===== config.mk =====
export PLATFORM = sky130hd
export DESIGN_NAME = arinc_rx_regs
export DESIGN_NICKNAME = d
export VERILOG_FILES = /design/src/rtl/two_entry_buf.v /design/src/rtl/rx_fifo4.v /design/src/rtl/arinc_rx_regs.v
export VERILOG_INCLUDE_DIRS = /design/src /design/src/rtl
export SDC_FILE = /design/constraint.sdc
export NUM_CORES = 2
export LEC_CHECK = 0
export ABC_CLOCK_PERIOD_IN_PS = 5750
export BUFFER_PORTS_ARGS = -buffer_cell sky130_fd_sc_hd__buf_2
export CAP_MARGIN = 30
export CORE_ASPECT_RATIO = 0.7
export CORE_MARGIN = 2
export CORE_UTILIZATION = 55
export CTS_CLUSTER_DIAMETER = 80
export CTS_CLUSTER_SIZE = 10
export DETAILED_ROUTE_END_ITERATION = 8
export MAX_ROUTING_LAYER = met4
export PLACE_DENSITY = 0.8
export SLEW_MARGIN = 20
export SYNTH_ARGS = -nofsm -noshare
export SYNTH_HDL_FRONTEND = slang
export SYNTH_HIERARCHICAL = 1
export SYNTH_SLANG_ARGS = --single-unit

===== constraint.sdc =====
create_clock -name clk_i -period 5.75 [get_ports clk_i]
set_input_delay 0.575 -clock clk_i [delete_from_list [all_inputs] [get_ports clk_i]]
set_output_delay 0.575 -clock clk_i [all_outputs]
set_load 0.05 [all_outputs]

===== src/rtl/arinc_rx_regs.vh =====
// Constants for the octal receiver control and status register logic.
// Included by every design file; holds definitions only.
`ifndef ARINC_RX_REGS_VH
`define ARINC_RX_REGS_VH

// Instruction byte: channel in the upper nibble, operation in the lower
`define OP_READ_FIFO 4'h3
`define OP_WRITE_CFG 4'h4
`define OP_READ_CFG 4'h5
`define OP_READ_STATUS 4'h6
`define OP_MASTER_RESET 4'h7
`define OPCODE_BITS 6'h08
`define CFG_WRITE_BITS 6'h18

// Configuration word fields
`define CFG_RATE_LOW 0
`define CFG_FLAG_MODE 1
`define CFG_LABEL_MATCH_EN 2
`define CFG_CHANNEL_RESET 3
`define CFG_PARITY_EN 4
`define CFG_LOOPBACK_N 5
`define CFG_DEC_EN 6
`define CFG_DEC_BIT10 7
`define CFG_DEC_BIT9 8
`define CFG_LABEL_ORDER 9
`define CFG_USED_MASK 16'h03FF
`define CFG_RESET_VALUE 16'h0000

// Receive FIFO
`define FIFO_DEPTH 4
`define FIFO_PTR_W 2
`define WORD_W 32

`endif


===== src/rtl/two_entry_buf.v =====
// Two-entry buffer with valid/ready on both sides.
// Assumes producer and consumer on clk_i; in_ready_o is registered.
`timescale 1ns/1ns
`include "arinc_rx_regs.vh"
module two_entry_buf #(
    parameter W = 36
) (
    input wire clk_i,
    input wire rstn_i,
    input wire ce_i,
    input wire [W-1:0] in_data_i,
    input wire in_valid_i,
    output reg in_ready_o,
    output wire [W-1:0] out_data_o,
    output wire out_valid_o,
    input wire out_ready_i
);
    reg [W-1:0] slot [0:1];
    reg rd_ptr;
    reg wr_ptr;
    reg [1:0] count;
    wire do_push = in_valid_i & in_ready_o;
    wire do_pop = out_valid_o & out_ready_i;
    reg [1:0] next_count;

    assign out_valid_o = (count != 2'h0);
    assign out_data_o = slot[rd_ptr];

    always @* begin
        next_count = count;
        if (do_push & ~do_pop) begin
            next_count = count + 2'h1;
        end else if (do_pop & ~do_push) begin
            next_count = count - 2'h1;
        end
    end

    always @(posedge clk_i) begin
        if (!rstn_i) begin
            rd_ptr <= 1'b0;
            wr_ptr <= 1'b0;
            count <= 2'h0;
            in_ready_o <= 1'b0;
        end else if (ce_i) begin
            if (do_push) begin
                slot[wr_ptr] <= in_data_i;
                wr_ptr <= ~wr_ptr;
            end
            if (do_pop) begin
                rd_ptr <= ~rd_ptr;
            end
            count <= next_count;
            in_ready_o <= (next_count != 2'h2);
        end
    end
endmodule // two_entry_buf


===== src/rtl/rx_fifo4.v =====
// Four-word receive FIFO for one channel.
// Assumes a clear that wins over push and pop; a push when full overwrites
// the newest word.
`timescale 1ns/1ns
`include "arinc_rx_regs.vh"
module rx_fifo4 (
    input wire clk_i,
    input wire rstn_i,
    input wire ce_i,
    input wire clear_i,
    input wire push_i,
    input wire [`WORD_W-1:0] din_i,
    input wire pop_i,
    output wire [`WORD_W-1:0] dout_o,
    output reg empty_o,
    output reg full_o
);
    reg [`WORD_W-1:0] mem [0:`FIFO_DEPTH-1];
    reg [`FIFO_PTR_W-1:0] rd_ptr;
    reg [`FIFO_PTR_W-1:0] wr_ptr;
    reg [2:0] count;
    reg [2:0] next_count;
    wire do_pop = pop_i & ~empty_o;
    wire do_push = push_i & (~full_o | do_pop);
    wire overwrite = push_i & full_o & ~do_pop;

    // Reading an empty FIFO returns zeros
    assign dout_o = empty_o ? {`WORD_W{1'b0}} : mem[rd_ptr];

    always @* begin
        next_count = count;
        if (do_push & ~do_pop) begin
            next_count = count + 3'h1;
        end else if (do_pop & ~do_push) begin
            next_count = count - 3'h1;
        end
    end

    always @(posedge clk_i) begin
        if (!rstn_i) begin
            rd_ptr <= {`FIFO_PTR_W{1'b0}};
            wr_ptr <= {`FIFO_PTR_W{1'b0}};
            count <= 3'h0;
            empty_o <= 1'b1;
            full_o <= 1'b0;
        end else if (ce_i) begin
            if (clear_i) begin
                rd_ptr <= {`FIFO_PTR_W{1'b0}};
                wr_ptr <= {`FIFO_PTR_W{1'b0}};
                count <= 3'h0;
                empty_o <= 1'b1;
                full_o <= 1'b0;
            end else begin
                if (do_push) begin
                    mem[wr_ptr] <= din_i;
                    wr_ptr <= wr_ptr + 2'h1;
                end
                if (overwrite) begin
                    mem[wr_ptr - 2'h1] <= din_i;
                end
                if (do_pop) begin
                    rd_ptr <= rd_ptr + 2'h1;
                end
                count <= next_count;
                empty_o <= (next_count == 3'h0);
                full_o <= (next_count == 3'h4);
            end
        end
    end
endmodule // rx_fifo4


===== src/rtl/arinc_rx_regs.v =====
// Control and status register logic of an eight-channel serial-word receiver,
// reached over a four-wire serial command port (mode 0: sample on rising SCK).
// Assumes receiver bit logic on clk_i delivers finished words with a label hit;
// the serial port pins, master reset and line inputs are asynchronous.
//
// Behaviour
// Each channel holds a 16-bit config word written by opcode n4.
// Writing a channel's config word empties that channel's FIFO.
// Opcode n5 returns the channel's config word on the serial output.
// Rate bit 0 selects high-speed (ref/10), 1 selects low-speed (ref/80).
// Flag mode 0: flag while FIFO non-empty; mode 1: flag while full.
// Label-match enable accepts only words whose label hits the table.
// Channel-reset bit clears receiver and FIFO and holds the channel disabled.
// Parity disabled: all 32 received bits stored as data.
// Parity enabled: odd ones count, parity included, stores 0 in bit 32.
// Loopback bit 0 feeds receiver from test output; 1 from the line.
// Decoder enable 1 requires ARINC bits 10 and 9 to match config.
// Bit 10 compares with config bit 7, bit 9 with config bit 8.
// Only words passing every enabled check enter the FIFO; others dropped.
// Label-order 0 reverses the label bits; 1 keeps received order. The code reverses on 1 and keeps on 0.
// Config bits 10 to 15 read back as zero.
// Opcode n6 returns the shared 16-bit status word.
// Status bits 0-7 are FIFO-empty for channels 1-8.
// Status bits 8-15 are FIFO-full for channels 1-8.
// Host must read a full FIFO within one word period.
// Read word positions 1-24 carry ARINC bits 32 down to 9.
// Positions 25-32 carry the label in the selected order.
// Host puts channel 1-8 in upper nibble, opcode in lower nibble.
// Channel flag follows inverted empty or full; combined flag ORs all.
// Reset shows empty, not-full FIFOs; master reset keeps config words.
`timescale 1ns/1ns
`include "arinc_rx_regs.vh"
module arinc_rx_regs (
    input wire clk_i,
    input wire rstn_i,
    input wire ce_i,
    input wire cs_n_i,
    input wire sck_i,
    input wire si_i,
    output reg so_o,
    input wire master_reset_i,
    input wire [7:0] line_i,
    input wire tx_test_i,
    input wire [31:0] word_i,
    input wire [2:0] word_chan_i,
    input wire word_label_hit_i,
    input wire word_valid_i,
    output wire word_ready_o,
    output reg [7:0] rx_in_o,
    output reg [7:0] rate_low_o,
    output reg [7:0] rx_reset_o,
    output reg [7:0] flag_o,
    output reg flag_any_o
);
    // Synchronisers for the asynchronous pins
    reg cs_s1;
    reg cs_s2;
    reg sck_s1;
    reg sck_s2;
    reg sck_s3;
    reg si_s1;
    reg si_s2;
    reg mr_s1;
    reg mr_s2;
    reg [7:0] line_s1;
    reg [7:0] line_s2;
    reg tx_s1;
    reg tx_s2;

    always @(posedge clk_i) begin
        if (!rstn_i) begin
            cs_s1 <= 1'b1;
            cs_s2 <= 1'b1;
            sck_s1 <= 1'b0;
            sck_s2 <= 1'b0;
            sck_s3 <= 1'b0;
            si_s1 <= 1'b0;
            si_s2 <= 1'b0;
            mr_s1 <= 1'b0;
            mr_s2 <= 1'b0;
            line_s1 <= 8'h00;
            line_s2 <= 8'h00;
            tx_s1 <= 1'b0;
            tx_s2 <= 1'b0;
        end else if (ce_i) begin
            cs_s1 <= cs_n_i;
            cs_s2 <= cs_s1;
            sck_s1 <= sck_i;
            sck_s2 <= sck_s1;
            sck_s3 <= sck_s2;
            si_s1 <= si_i;
            si_s2 <= si_s1;
            mr_s1 <= master_reset_i;
            mr_s2 <= mr_s1;
            line_s1 <= line_i;
            line_s2 <= line_s1;
            tx_s1 <= tx_test_i;
            tx_s2 <= tx_s1;
        end
    end

    wire sck_rise = sck_s2 & ~sck_s3 & ~cs_s2;
    wire sck_fall = ~sck_s2 & sck_s3 & ~cs_s2;

    // Serial command state
    reg [5:0] bit_cnt;
    reg [23:0] shift_in;
    reg [31:0] shift_out;
    reg [3:0] op_q;
    reg [2:0] chan_q;
    reg chan_ok_q;
    wire [5:0] next_bit_cnt = bit_cnt + 6'h01;
    wire [23:0] next_shift_in = {shift_in[22:0], si_s2};
    wire [3:0] new_op = next_shift_in[3:0];
    wire [3:0] new_chan = next_shift_in[7:4];
    wire new_chan_ok = (new_chan >= 4'h1) && (new_chan <= 4'h8);
    wire [2:0] new_idx = new_chan[2:0] - 3'h1;
    wire opcode_done = sck_rise && (next_bit_cnt == `OPCODE_BITS);

    // Channel configuration words and FIFO state
    reg [15:0] cfg [0:7];
    wire [255:0] fifo_dout;
    wire [7:0] fifo_empty;
    wire [7:0] fifo_full;
    wire [31:0] sel_word = fifo_dout[new_idx*32 +: 32];
    wire [15:0] sel_cfg = cfg[new_idx];
    wire [15:0] status_word = {fifo_full, fifo_empty};

    // Read word: ARINC bits 32..9 first, then the label in chosen order
    reg [7:0] label_out;
    integer k;
    always @* begin
        label_out = 8'h00;
        for (k = 0; k < 8; k = k + 1) begin
            if (sel_cfg[`CFG_LABEL_ORDER]) begin
                label_out[7-k] = sel_word[k];
            end else begin
                label_out[k] = sel_word[k];
            end
        end
    end
    wire [31:0] read_word = {sel_word[31:8], label_out};

    wire pop_req = opcode_done && new_chan_ok && (new_op == `OP_READ_FIFO);
    wire mr_cmd = opcode_done && (new_op == `OP_MASTER_RESET);
    wire cfg_write = sck_rise && (next_bit_cnt == `CFG_WRITE_BITS) && chan_ok_q
        && (op_q == `OP_WRITE_CFG);
    reg master_clear;

    always @(posedge clk_i) begin
        if (!rstn_i) begin
            bit_cnt <= 6'h00;
            shift_in <= 24'h000000;
            shift_out <= 32'h00000000;
            op_q <= 4'h0;
            chan_q <= 3'h0;
            chan_ok_q <= 1'b0;
            so_o <= 1'b0;
        end else if (ce_i) begin
            if (cs_s2) begin
                // Deselect aborts any partial instruction
                bit_cnt <= 6'h00;
                shift_out <= 32'h00000000;
                chan_ok_q <= 1'b0;
                so_o <= 1'b0;
            end else begin
                if (sck_rise) begin
                    shift_in <= next_shift_in;
                    if (next_bit_cnt != 6'h3F) begin
                        bit_cnt <= next_bit_cnt;
                    end
                end
                if (opcode_done) begin
                    op_q <= new_op;
                    chan_q <= new_idx;
                    chan_ok_q <= new_chan_ok;
                    if (new_chan_ok && new_op == `OP_READ_FIFO) begin
                        shift_out <= read_word;
                    end else if (new_chan_ok && new_op == `OP_READ_CFG) begin
                        shift_out <= {sel_cfg & `CFG_USED_MASK, 16'h0000};
                    end else if (new_op == `OP_READ_STATUS) begin
                        shift_out <= {status_word, 16'h0000};
                    end else begin
                        shift_out <= 32'h00000000;
                    end
                end
                if (sck_fall) begin
                    so_o <= shift_out[31];
                    shift_out <= {shift_out[30:0], 1'b0};
                end
            end
        end
    end

    // Configuration words survive master reset; only power reset clears them
    integer c;
    always @(posedge clk_i) begin
        if (!rstn_i) begin
            for (c = 0; c < 8; c = c + 1) begin
                cfg[c] <= `CFG_RESET_VALUE;
            end
            master_clear <= 1'b0;
        end else if (ce_i) begin
            if (cfg_write) begin
                cfg[chan_q] <= next_shift_in[15:0] & `CFG_USED_MASK;
            end
            master_clear <= mr_s2 | mr_cmd;
        end
    end

    // Incoming words pass a two-entry buffer; draining stalls during a pop
    wire [35:0] buf_out;
    wire buf_valid;
    wire buf_ready = ~pop_req;

    two_entry_buf #(
        .W(36)
    ) u_in_buf (
        .clk_i(clk_i),
        .rstn_i(rstn_i),
        .ce_i(ce_i),
        .in_data_i({word_label_hit_i, word_chan_i, word_i}),
        .in_valid_i(word_valid_i),
        .in_ready_o(word_ready_o),
        .out_data_o(buf_out),
        .out_valid_o(buf_valid),
        .out_ready_i(buf_ready)
    );

    wire [31:0] in_word = buf_out[31:0];
    wire [2:0] in_chan = buf_out[34:32];
    wire in_hit = buf_out[35];
    wire in_take = buf_valid & buf_ready;
    wire [15:0] in_cfg = cfg[in_chan];
    // Bit 10 of the ARINC word is in_word[9], bit 9 is in_word[8]
    wire dec_ok = ~in_cfg[`CFG_DEC_EN]
        | ((in_word[9] == in_cfg[`CFG_DEC_BIT10])
        & (in_word[8] == in_cfg[`CFG_DEC_BIT9]));
    wire label_ok = ~in_cfg[`CFG_LABEL_MATCH_EN] | in_hit;
    wire in_pass = dec_ok & label_ok & ~in_cfg[`CFG_CHANNEL_RESET];
    // Parity enabled: parity bit replaced by 0 when ones count is odd, 1 when even; disabled: kept as data
    wire [31:0] in_store = in_cfg[`CFG_PARITY_EN] ? {~^in_word, in_word[30:0]}
        : in_word;

    genvar g;
    generate
        for (g = 0; g < 8; g = g + 1) begin : gen_chan
            wire [15:0] ch_cfg = cfg[g];
            wire ch_clear = master_clear | ch_cfg[`CFG_CHANNEL_RESET]
                | (cfg_write && chan_q == g);
            wire ch_push = in_take && in_pass && (in_chan == g);
            wire ch_pop = pop_req && (new_idx == g);

            rx_fifo4 u_fifo (
                .clk_i(clk_i),
                .rstn_i(rstn_i),
                .ce_i(ce_i),
                .clear_i(ch_clear),
                .push_i(ch_push),
                .din_i(in_store),
                .pop_i(ch_pop),
                .dout_o(fifo_dout[g*32 +: 32]),
                .empty_o(fifo_empty[g]),
                .full_o(fifo_full[g])
            );

            always @(posedge clk_i) begin
                if (!rstn_i) begin
                    rx_in_o[g] <= 1'b0;
                    rate_low_o[g] <= 1'b0;
                    rx_reset_o[g] <= 1'b1;
                    flag_o[g] <= 1'b0;
                end else if (ce_i) begin
                    // Loopback bit is active low: 0 routes the test output
                    rx_in_o[g] <= ch_cfg[`CFG_LOOPBACK_N] ? line_s2[g] : tx_s2;
                    rate_low_o[g] <= ch_cfg[`CFG_RATE_LOW];
                    rx_reset_o[g] <= ch_cfg[`CFG_CHANNEL_RESET] | master_clear;
                    flag_o[g] <= ch_cfg[`CFG_FLAG_MODE] ? fifo_full[g]
                        : ~fifo_empty[g];
                end
            end
        end
    endgenerate

    // Combined flag lags the channel flags by one cycle to stay registered
    always @(posedge clk_i) begin
        if (!rstn_i) begin
            flag_any_o <= 1'b0;
        end else if (ce_i) begin
            flag_any_o <= |flag_o;
        end
    end
endmodule // arinc_rx_regs


[Word-level counts from Yosys, hierarchy flattened]
Memory sizes are Yosys's and may differ from the RTL's. A register that Yosys moved wholly into a read port is not among the register bits.
Cells that the tools add are included.
Storage, ports and cells
  register bits: 194
  bits in latches: 0
  bits in writable memories: 1176
  bits in read-only memories: 0
  logic and storage cells: 681
  memories kept: 10
Cells by class
  add/subtract/negate cells: 44
  $mul: 0
  div/mod/pow operators: 0
  $lt $le $gt $ge: 2
  equality and inequality tests: 40
  shift-type cells: 1
  muxes and demuxes: 254
  bitwise operators: 129
  reductions and logical operators: 103
Memories
  gen_chan[0].u_fifo.mem: depth 4, width 32, read ports 1, clocked after memory_dff 1, wr ports 1, RTL line rx_fifo4.v:18  | reg [`WORD_W-1:0] mem [0:`FIFO_DEPTH-1];
  gen_chan[1].u_fifo.mem: depth 4, width 32, read ports 1, clocked after memory_dff 1, wr ports 1, RTL line rx_fifo4.v:18
  gen_chan[2].u_fifo.mem: depth 4, width 32, read ports 1, clocked after memory_dff 1, wr ports 1, RTL line rx_fifo4.v:18
  gen_chan[3].u_fifo.mem: depth 4, width 32, read ports 1, clocked after memory_dff 1, wr ports 1, RTL line rx_fifo4.v:18
  gen_chan[4].u_fifo.mem: depth 4, width 32, read ports 1, clocked after memory_dff 1, wr ports 1, RTL line rx_fifo4.v:18
  gen_chan[5].u_fifo.mem: depth 4, width 32, read ports 1, clocked after memory_dff 1, wr ports 1, RTL line rx_fifo4.v:18
  +4 memories
Operators with widths (number)
  two-way mux 32 bit: 23
  OR reduction 32 bit: 8
  variable part select 256 x 9 -> 32 bit: 1
  two-way mux 1 bit: 144
  two-way mux 2 bit: 58
  two-way mux 3 bit: 25
  == test 3 bit, second input constant: 20
  AND 1 bit: 59
  inverter 1 bit: 43
  AND reduction 2 bit: 21
  nonzero test 2 bit: 21
  logical AND 1 bit: 35
  adder 2 x 1 -> 2 bit, second input constant: 17
  zero test 3 bit: 11
  XNOR reduction 32 bit: 1
  bitwise OR 1 bit: 27
  subtractor 3 x 1 -> 3 bit, second input constant: 9
  adder 3 x 1 -> 3 bit, second input constant: 8
  == test 3 x 2 -> 1 bit, second input constant: 6
  two-way mux 6 bit: 3
  subtractor 2 x 1 -> 2 bit, second input constant: 9
  == test 4 x 3 -> 1 bit, second input constant: 4
  two-way mux 10 bit: 1
  OR reduction 10 bit: 1
  other kinds (13): 18

[Longest topological paths before layout]
  depth after elaboration: 19
  gate-level depth with buffers: 16

[Hierarchy]
Netlist, hierarchy kept.
Modules (own cells, without submodules)
  rx_fifo4: instances 8, cells an instance 289, area an instance 5522.8 µm², seq. area each 4063.9 µm²
  arinc_rx_regs: instances 1, cells an instance 1064, area an instance 11583.6 µm², seq. area each 4744.6 µm²
  two_entry_buf: instances 1, cells an instance 153, area an instance 2935.3 µm², seq. area each 2282.2 µm²

[Worst setup path after synthesis]
No wires, ideal clock.
  path type: flip-flop to flip-flop
  from: register shift_in[3]
  to: memory gen_chan[0].u_fifo/mem[0][0] in the netlist's numbering, enable pin
  library setup time: 0.468 ns
  arrival time: 5.542 ns
  path slack: -0.260 ns
  cell stages (with the launch flop): 15
  period minus slack after synthesis: 6.010 ns
  cell sequence: dfxtp_1 buf_2 inv_2 clkbuf_1 ha_1 nand2b_1 a2111oi_0 and2_0 clkbuf_1 and3_1 nand2b_4 buf_6 nand2_1 xor2_1 nor3b_1
Between the ends
  elaborated cells on any way between the ends: 31
RTL lines
  start: declaration: RTL line arinc_rx_regs.v:107  | reg [23:0] shift_in;
  start signal: assignment: RTL line arinc_rx_regs.v:168  | shift_in <= next_shift_in;
  subtractor 3 x 1 -> 3 bit (*): RTL line arinc_rx_regs.v:117  | wire [2:0] new_idx = new_chan[2:0] - 3'h1;
  net new_idx[0]: RTL line arinc_rx_regs.v:117
  zero test 3 bit (*): RTL line arinc_rx_regs.v:252  | wire ch_pop = pop_req && (new_idx == g);
  logical AND 1 bit (*): RTL line arinc_rx_regs.v:252
  net gen_chan[0].ch_pop: RTL line arinc_rx_regs.v:252
  AND 1 bit (*): RTL line rx_fifo4.v:23  | wire do_pop = pop_i & ~empty_o;
  inverter 1 bit: RTL line rx_fifo4.v:25  | wire overwrite = push_i & full_o & ~do_pop;
  AND 1 bit: RTL line rx_fifo4.v:25
  two-way mux 1 bit: RTL line rx_fifo4.v:58  | if (overwrite) begin
  two-way mux 1 bit: RTL line rx_fifo4.v:47  | if (clear_i) begin
  two-way mux 1 bit: RTL line rx_fifo4.v:46  | end else if (ce_i) begin
  two-way mux 1 bit: RTL line rx_fifo4.v:40  | if (!rstn_i) begin
  two-way mux 1 bit (implied by the code): RTL line rx_fifo4.v:59  | mem[wr_ptr - 2'h1] <= din_i;
  OR reduction 32 bit (no source line)
  two-way mux 2 bit (no source line) or two-way mux 1 bit (tied branches)
  end: declaration: RTL line rx_fifo4.v:18
The timed path passes the listed nets; every way through them passes the cells marked *.

[Worst setup path in the final report]
  from: register shift_in[3]
  to: memory gen_chan[5].u_fifo/mem[0][3] in the netlist's numbering, enable pin
Between the ends
  cells in the longest elaborated chain, start to end: 17
  elaborated cells on any way between the ends: 31
RTL lines
  >= comparator 4 x 1 -> 1 bit or <= comparator 4 bit (tied branches): RTL line arinc_rx_regs.v:116  | wire new_chan_ok = (new_chan >= 4'h1) && (new_chan <= 4'h8);
  logical AND 1 bit (*): RTL line arinc_rx_regs.v:116
  logical AND 1 bit (*) (2 in a row): RTL line arinc_rx_regs.v:144  | wire pop_req = opcode_done && new_chan_ok && (new_op == `OP_READ_FIFO);
  inverter 1 bit (*): RTL line arinc_rx_regs.v:214  | wire buf_ready = ~pop_req;
  AND 1 bit (*): RTL line arinc_rx_regs.v:233  | wire in_take = buf_valid & buf_ready;
  logical AND 1 bit (*) (2 in a row): RTL line arinc_rx_regs.v:251  | wire ch_push = in_take && in_pass && (in_chan == g);
  net gen_chan[5].ch_push: RTL line arinc_rx_regs.v:251
  AND 1 bit (2 in a row): RTL line rx_fifo4.v:25
  two-way mux 1 bit: RTL line rx_fifo4.v:58
  two-way mux 1 bit: RTL line rx_fifo4.v:47
  two-way mux 1 bit: RTL line rx_fifo4.v:46
  two-way mux 1 bit: RTL line rx_fifo4.v:40
  two-way mux 1 bit (implied by the code): RTL line rx_fifo4.v:59
  OR reduction 32 bit (no source line)
  two-way mux 2 bit (no source line) or two-way mux 1 bit (tied branches)
  end: declaration: RTL line rx_fifo4.v:18
Marked as above.

==> impl_metrics.env <==
export IMPL_run_status="complete, no violations"
export IMPL_first_pass_iters=7
export IMPL_cap_viol_max_count=0
export IMPL_unrepaired_setup_endpoints_after_global_routing="false"
export IMPL_finish_net_count=3803
export IMPL_count_of_cells_resized_by_post_cts_repair=0
export IMPL_timing_final_crit_share_pct=88.4
export IMPL_dominantRegCellSynth="sky130_fd_sc_hd__edfxtp_1"
export IMPL_layout_min_cycle_time_ns=5.08
export IMPL_cts_path_max_buffers=3
export IMPL_arrival_ns=5.47
export IMPL_number_of_antenna_violations_at_the_first_check_in_global_routing=12
export IMPL_placed_cell_area_sq_um=61200
export IMPL_final_setup_viol_count=0
export IMPL_synthCells=3529
export IMPL_drcViolationCount=0
export IMPL_syn_cell_area_sq_um=58700
export IMPL_ant_nets=0
export IMPL_worstPathMaxFanout=32
export IMPL_routedWlPerCell_um=30.9
export IMPL_grt_start_max_net_pins=78
export IMPL_grt_util_all_layers_pct=30.4
export IMPL_post_layout_total_power_mw=21.7
export IMPL_synthArstFlopShare_pct=0
export IMPL_layout_drive_gt1_share_pct=23.1
export IMPL_relSlewSlack_pct=30.4
export IMPL_tightestPinTransition_ns=1.04
export IMPL_hold_ws_ns=0.0503
export IMPL_number_of_primary_i_o_pins=88
export IMPL_yosys_warnings=6
export IMPL_dpl_hpwl_um=99600
export IMPL_post_cts_setup_buffers=0
export IMPL_vdd_ir_drop_max_mv=0.336
export IMPL_root_buffer="sky130_fd_sc_hd__clkbuf_16"
export IMPL_first_global_vias=33100
export IMPL_final_setup_tns_ns=0
export IMPL_placementRows=100
export IMPL_tritoncts_num_buffers=157
export IMPL_number_of_failing_hold_endpoints_at_the_final_stage=0
export IMPL_initial_utilization_pct=55.3
export IMPL_clk_pin_slew_ns=0.06
export IMPL_setup_worst_path_start_class="register"
export IMPL_power_density_nw_per_um2=328
export IMPL_ctsHtreeMaxLevel=4
export IMPL_port_buffer_count=87
export IMPL_area_growth_pct=13.0
export IMPL_drt_wl_total_um=162000
export IMPL_grt_overflow_total=0
export IMPL_via_count=34800
export IMPL_core_area_sq_um=106000
export IMPL_chipWidth_um=394
export IMPL_cts_num_sinks=1387
export IMPL_gp_congestion=0.920
export IMPL_criticalPathCategory="reg -> reg"
export IMPL_endpoint_kind="register"
export IMPL_max_clock_freq_mhz=197
export IMPL_synth_cell_type_count=72
export IMPL_synth_area_per_cell_sq_um=16.6
export IMPL_synth_register_bits=1387
export IMPL_final_report_max_slew_violation_count=0
export IMPL_first_pass_grt_wire_length_um=233000
export IMPL_drt_vias_per_instance=6.65
export IMPL_p_leak_nw=21.5
export IMPL_synth_enable_flop_cells=1176
export IMPL_synth_nets=3607
export IMPL_synth_yosys_seq_area_share_pct=67.4
export IMPL_die_height_um=277
export IMPL_worst_clock_skew_ns=0.0459
export IMPL_cts_tree="built"
export IMPL_timing_hold_worst_class="in -> reg"
export IMPL_final_area_sq_um=66300
export IMPL_floorplan_die_area_sq_um=109000
export IMPL_worst_endpoint_required_ns=6.14
export IMPL_drt_first_iter_violations=6760
export IMPL_clkLatencyLatePin_ns=0.79
## worst max-delay path, cell delays in order, from the launching register on
cell and delay (ns):
sky130_fd_sc_hd__dfxtp_4 0.35, sky130_fd_sc_hd__inv_2 0.38, sky130_fd_sc_hd__ha_1 0.43, sky130_fd_sc_hd__nor4b_1 0.58, sky130_fd_sc_hd__a2111oi_2 0.17, sky130_fd_sc_hd__buf_4 0.28, sky130_fd_sc_hd__a2111oi_0 0.53, sky130_fd_sc_hd__buf_4 0.21
sky130_fd_sc_hd__nand2_1 0.06, sky130_fd_sc_hd__a21oi_1 0.33, sky130_fd_sc_hd__buf_4 0.27, sky130_fd_sc_hd__nand3_1 0.33, sky130_fd_sc_hd__nor3b_4 0.31, sky130_fd_sc_hd__buf_4 0.45
## cell usage after synthesis, types with 61 or more instances
library cell	n	area, sq um
sky130_fd_sc_hd__mux2i_1	111	1110
sky130_fd_sc_hd__mux4_2	341	7680
sky130_fd_sc_hd__o21ai_0	126	631
sky130_fd_sc_hd__and2_1	84	526
sky130_fd_sc_hd__nor2b_1	269	1680
sky130_fd_sc_hd__dfxtp_1	211	4220
sky130_fd_sc_hd__nand2_1	106	398
sky130_fd_sc_hd__buf_2	61	305
sky130_fd_sc_hd__a21oi_1	138	691
sky130_fd_sc_hd__clkbuf_1	124	465
sky130_fd_sc_hd__edfxtp_1	1176	35300
sky130_fd_sc_hd__nor2_1	145	544
## final cells by class
type                            count  area [sq um]
Timing Repair Buffer              253          2100
Antenna cell                        6          15.0
Clock inverter                     14           188
Fill cell                        7251         39800
Tap cell                         1428          1790
Clock buffer                      226          4250
Multi-Input combinational cell   1867         18200
Sequential cell                  1387         39600
Inverter                           59           221
## layer usage
layer | global-route usage, % | share of wire [%] | wire length, um
met1 | 42.8 | 37 | 60300
met5 | - | 0 | 0
met4 | 10.6 | 3.5 | 5640
met2 | 42.9 | 44 | 71700
met3 | 8.45 | 15 | 24300
## state kept, by name (all words and copies together) (netlist names), 9 cells and up, named ones only
register                cells
gen_chan.u_fifo/mem      1024
cfg                        80
u_in_buf/slot              72
shift_out                  32
gen_chan.u_fifo/count      24
gen_chan.u_fifo/rd_ptr     16
gen_chan.u_fifo/wr_ptr     16
shift_in                    9
## report_power, final
| group | internal (mW) | total [mW] | switching [mW] |
|---|---|---|---|
| clock | 5.09 | 8.99 | 3.89 |
| sequential | 11.3 | 11.3 | 0.0516 |
| combinational | 0.384 | 1.44 | 1.05 |
| total | 16.7 | 21.7 | 5.00 |
## worst paths after layout
path,startpoint,to,slack (ns),cells past startpoint
max,shift_in[3],gen_chan[5].u_fifo/mem[0][3],0.67,13
min,line_i[7],line_s1[7],0.05,3
max reg2reg,shift_in[3],gen_chan[5].u_fifo/mem[0][3],0.67,13
min reg2reg,op_q[1],op_q[1],0.45,2
## stage by stage
stage                     setup WS [ns]  instances  utilization, %
after CTS                         0.844       5215            62.2
after floorplan                   0.587       3529               -
after global routing              0.528       5238            62.5
final                             0.668       5240            62.5
after global placement             1.06       4931            57.5
after detailed placement          0.905       4938            57.6
## cells in the final DEF, fill, tap and decap left out, types with 31 or more instances in the layout
cell and n:
sky130_fd_sc_hd__inv_1 47, sky130_fd_sc_hd__mux4_2 341, sky130_fd_sc_hd__dfxtp_1 186, sky130_fd_sc_hd__nor3_1 31, sky130_fd_sc_hd__mux2i_1 111, sky130_fd_sc_hd__buf_2 87, sky130_fd_sc_hd__a21oi_1 130, sky130_fd_sc_hd__edfxtp_1 1176
sky130_fd_sc_hd__o21ai_0 123, sky130_fd_sc_hd__and2_1 84, sky130_fd_sc_hd__xnor2_1 33, sky130_fd_sc_hd__mux2_2 40, sky130_fd_sc_hd__nor2_1 137, sky130_fd_sc_hd__nor2b_1 269, sky130_fd_sc_hd__buf_4 105, sky130_fd_sc_hd__nand3_1 48
sky130_fd_sc_hd__nand2_1 106, sky130_fd_sc_hd__clkbuf_16 160, sky130_fd_sc_hd__dlygate4sd3_1 37, sky130_fd_sc_hd__clkbuf_1 66
## repair_timing
| item | 4_1_cts | 5_1_grt |
|---|---|---|
| hold buffers | 37 | 0 |
| endpoints found under the hold margin | 73 | 0 |
| endpoints found under the setup margin | 0 | 0 |
## kinds of logic (layout without fill, tap and decap cells)
group,count (synthesis),after routing,share of synthesized area (%)
compound gates,428,428,4.54
other cells,0,6,0
fa+ha+maj,25,25,0.533
buf+inv,275,552,2.16
simple gates,852,852,8.28
flops,1387,1387,67.4
xor+xnor,54,54,0.838
mux,508,508,16.3
Power figures use the tool's default switching activity.
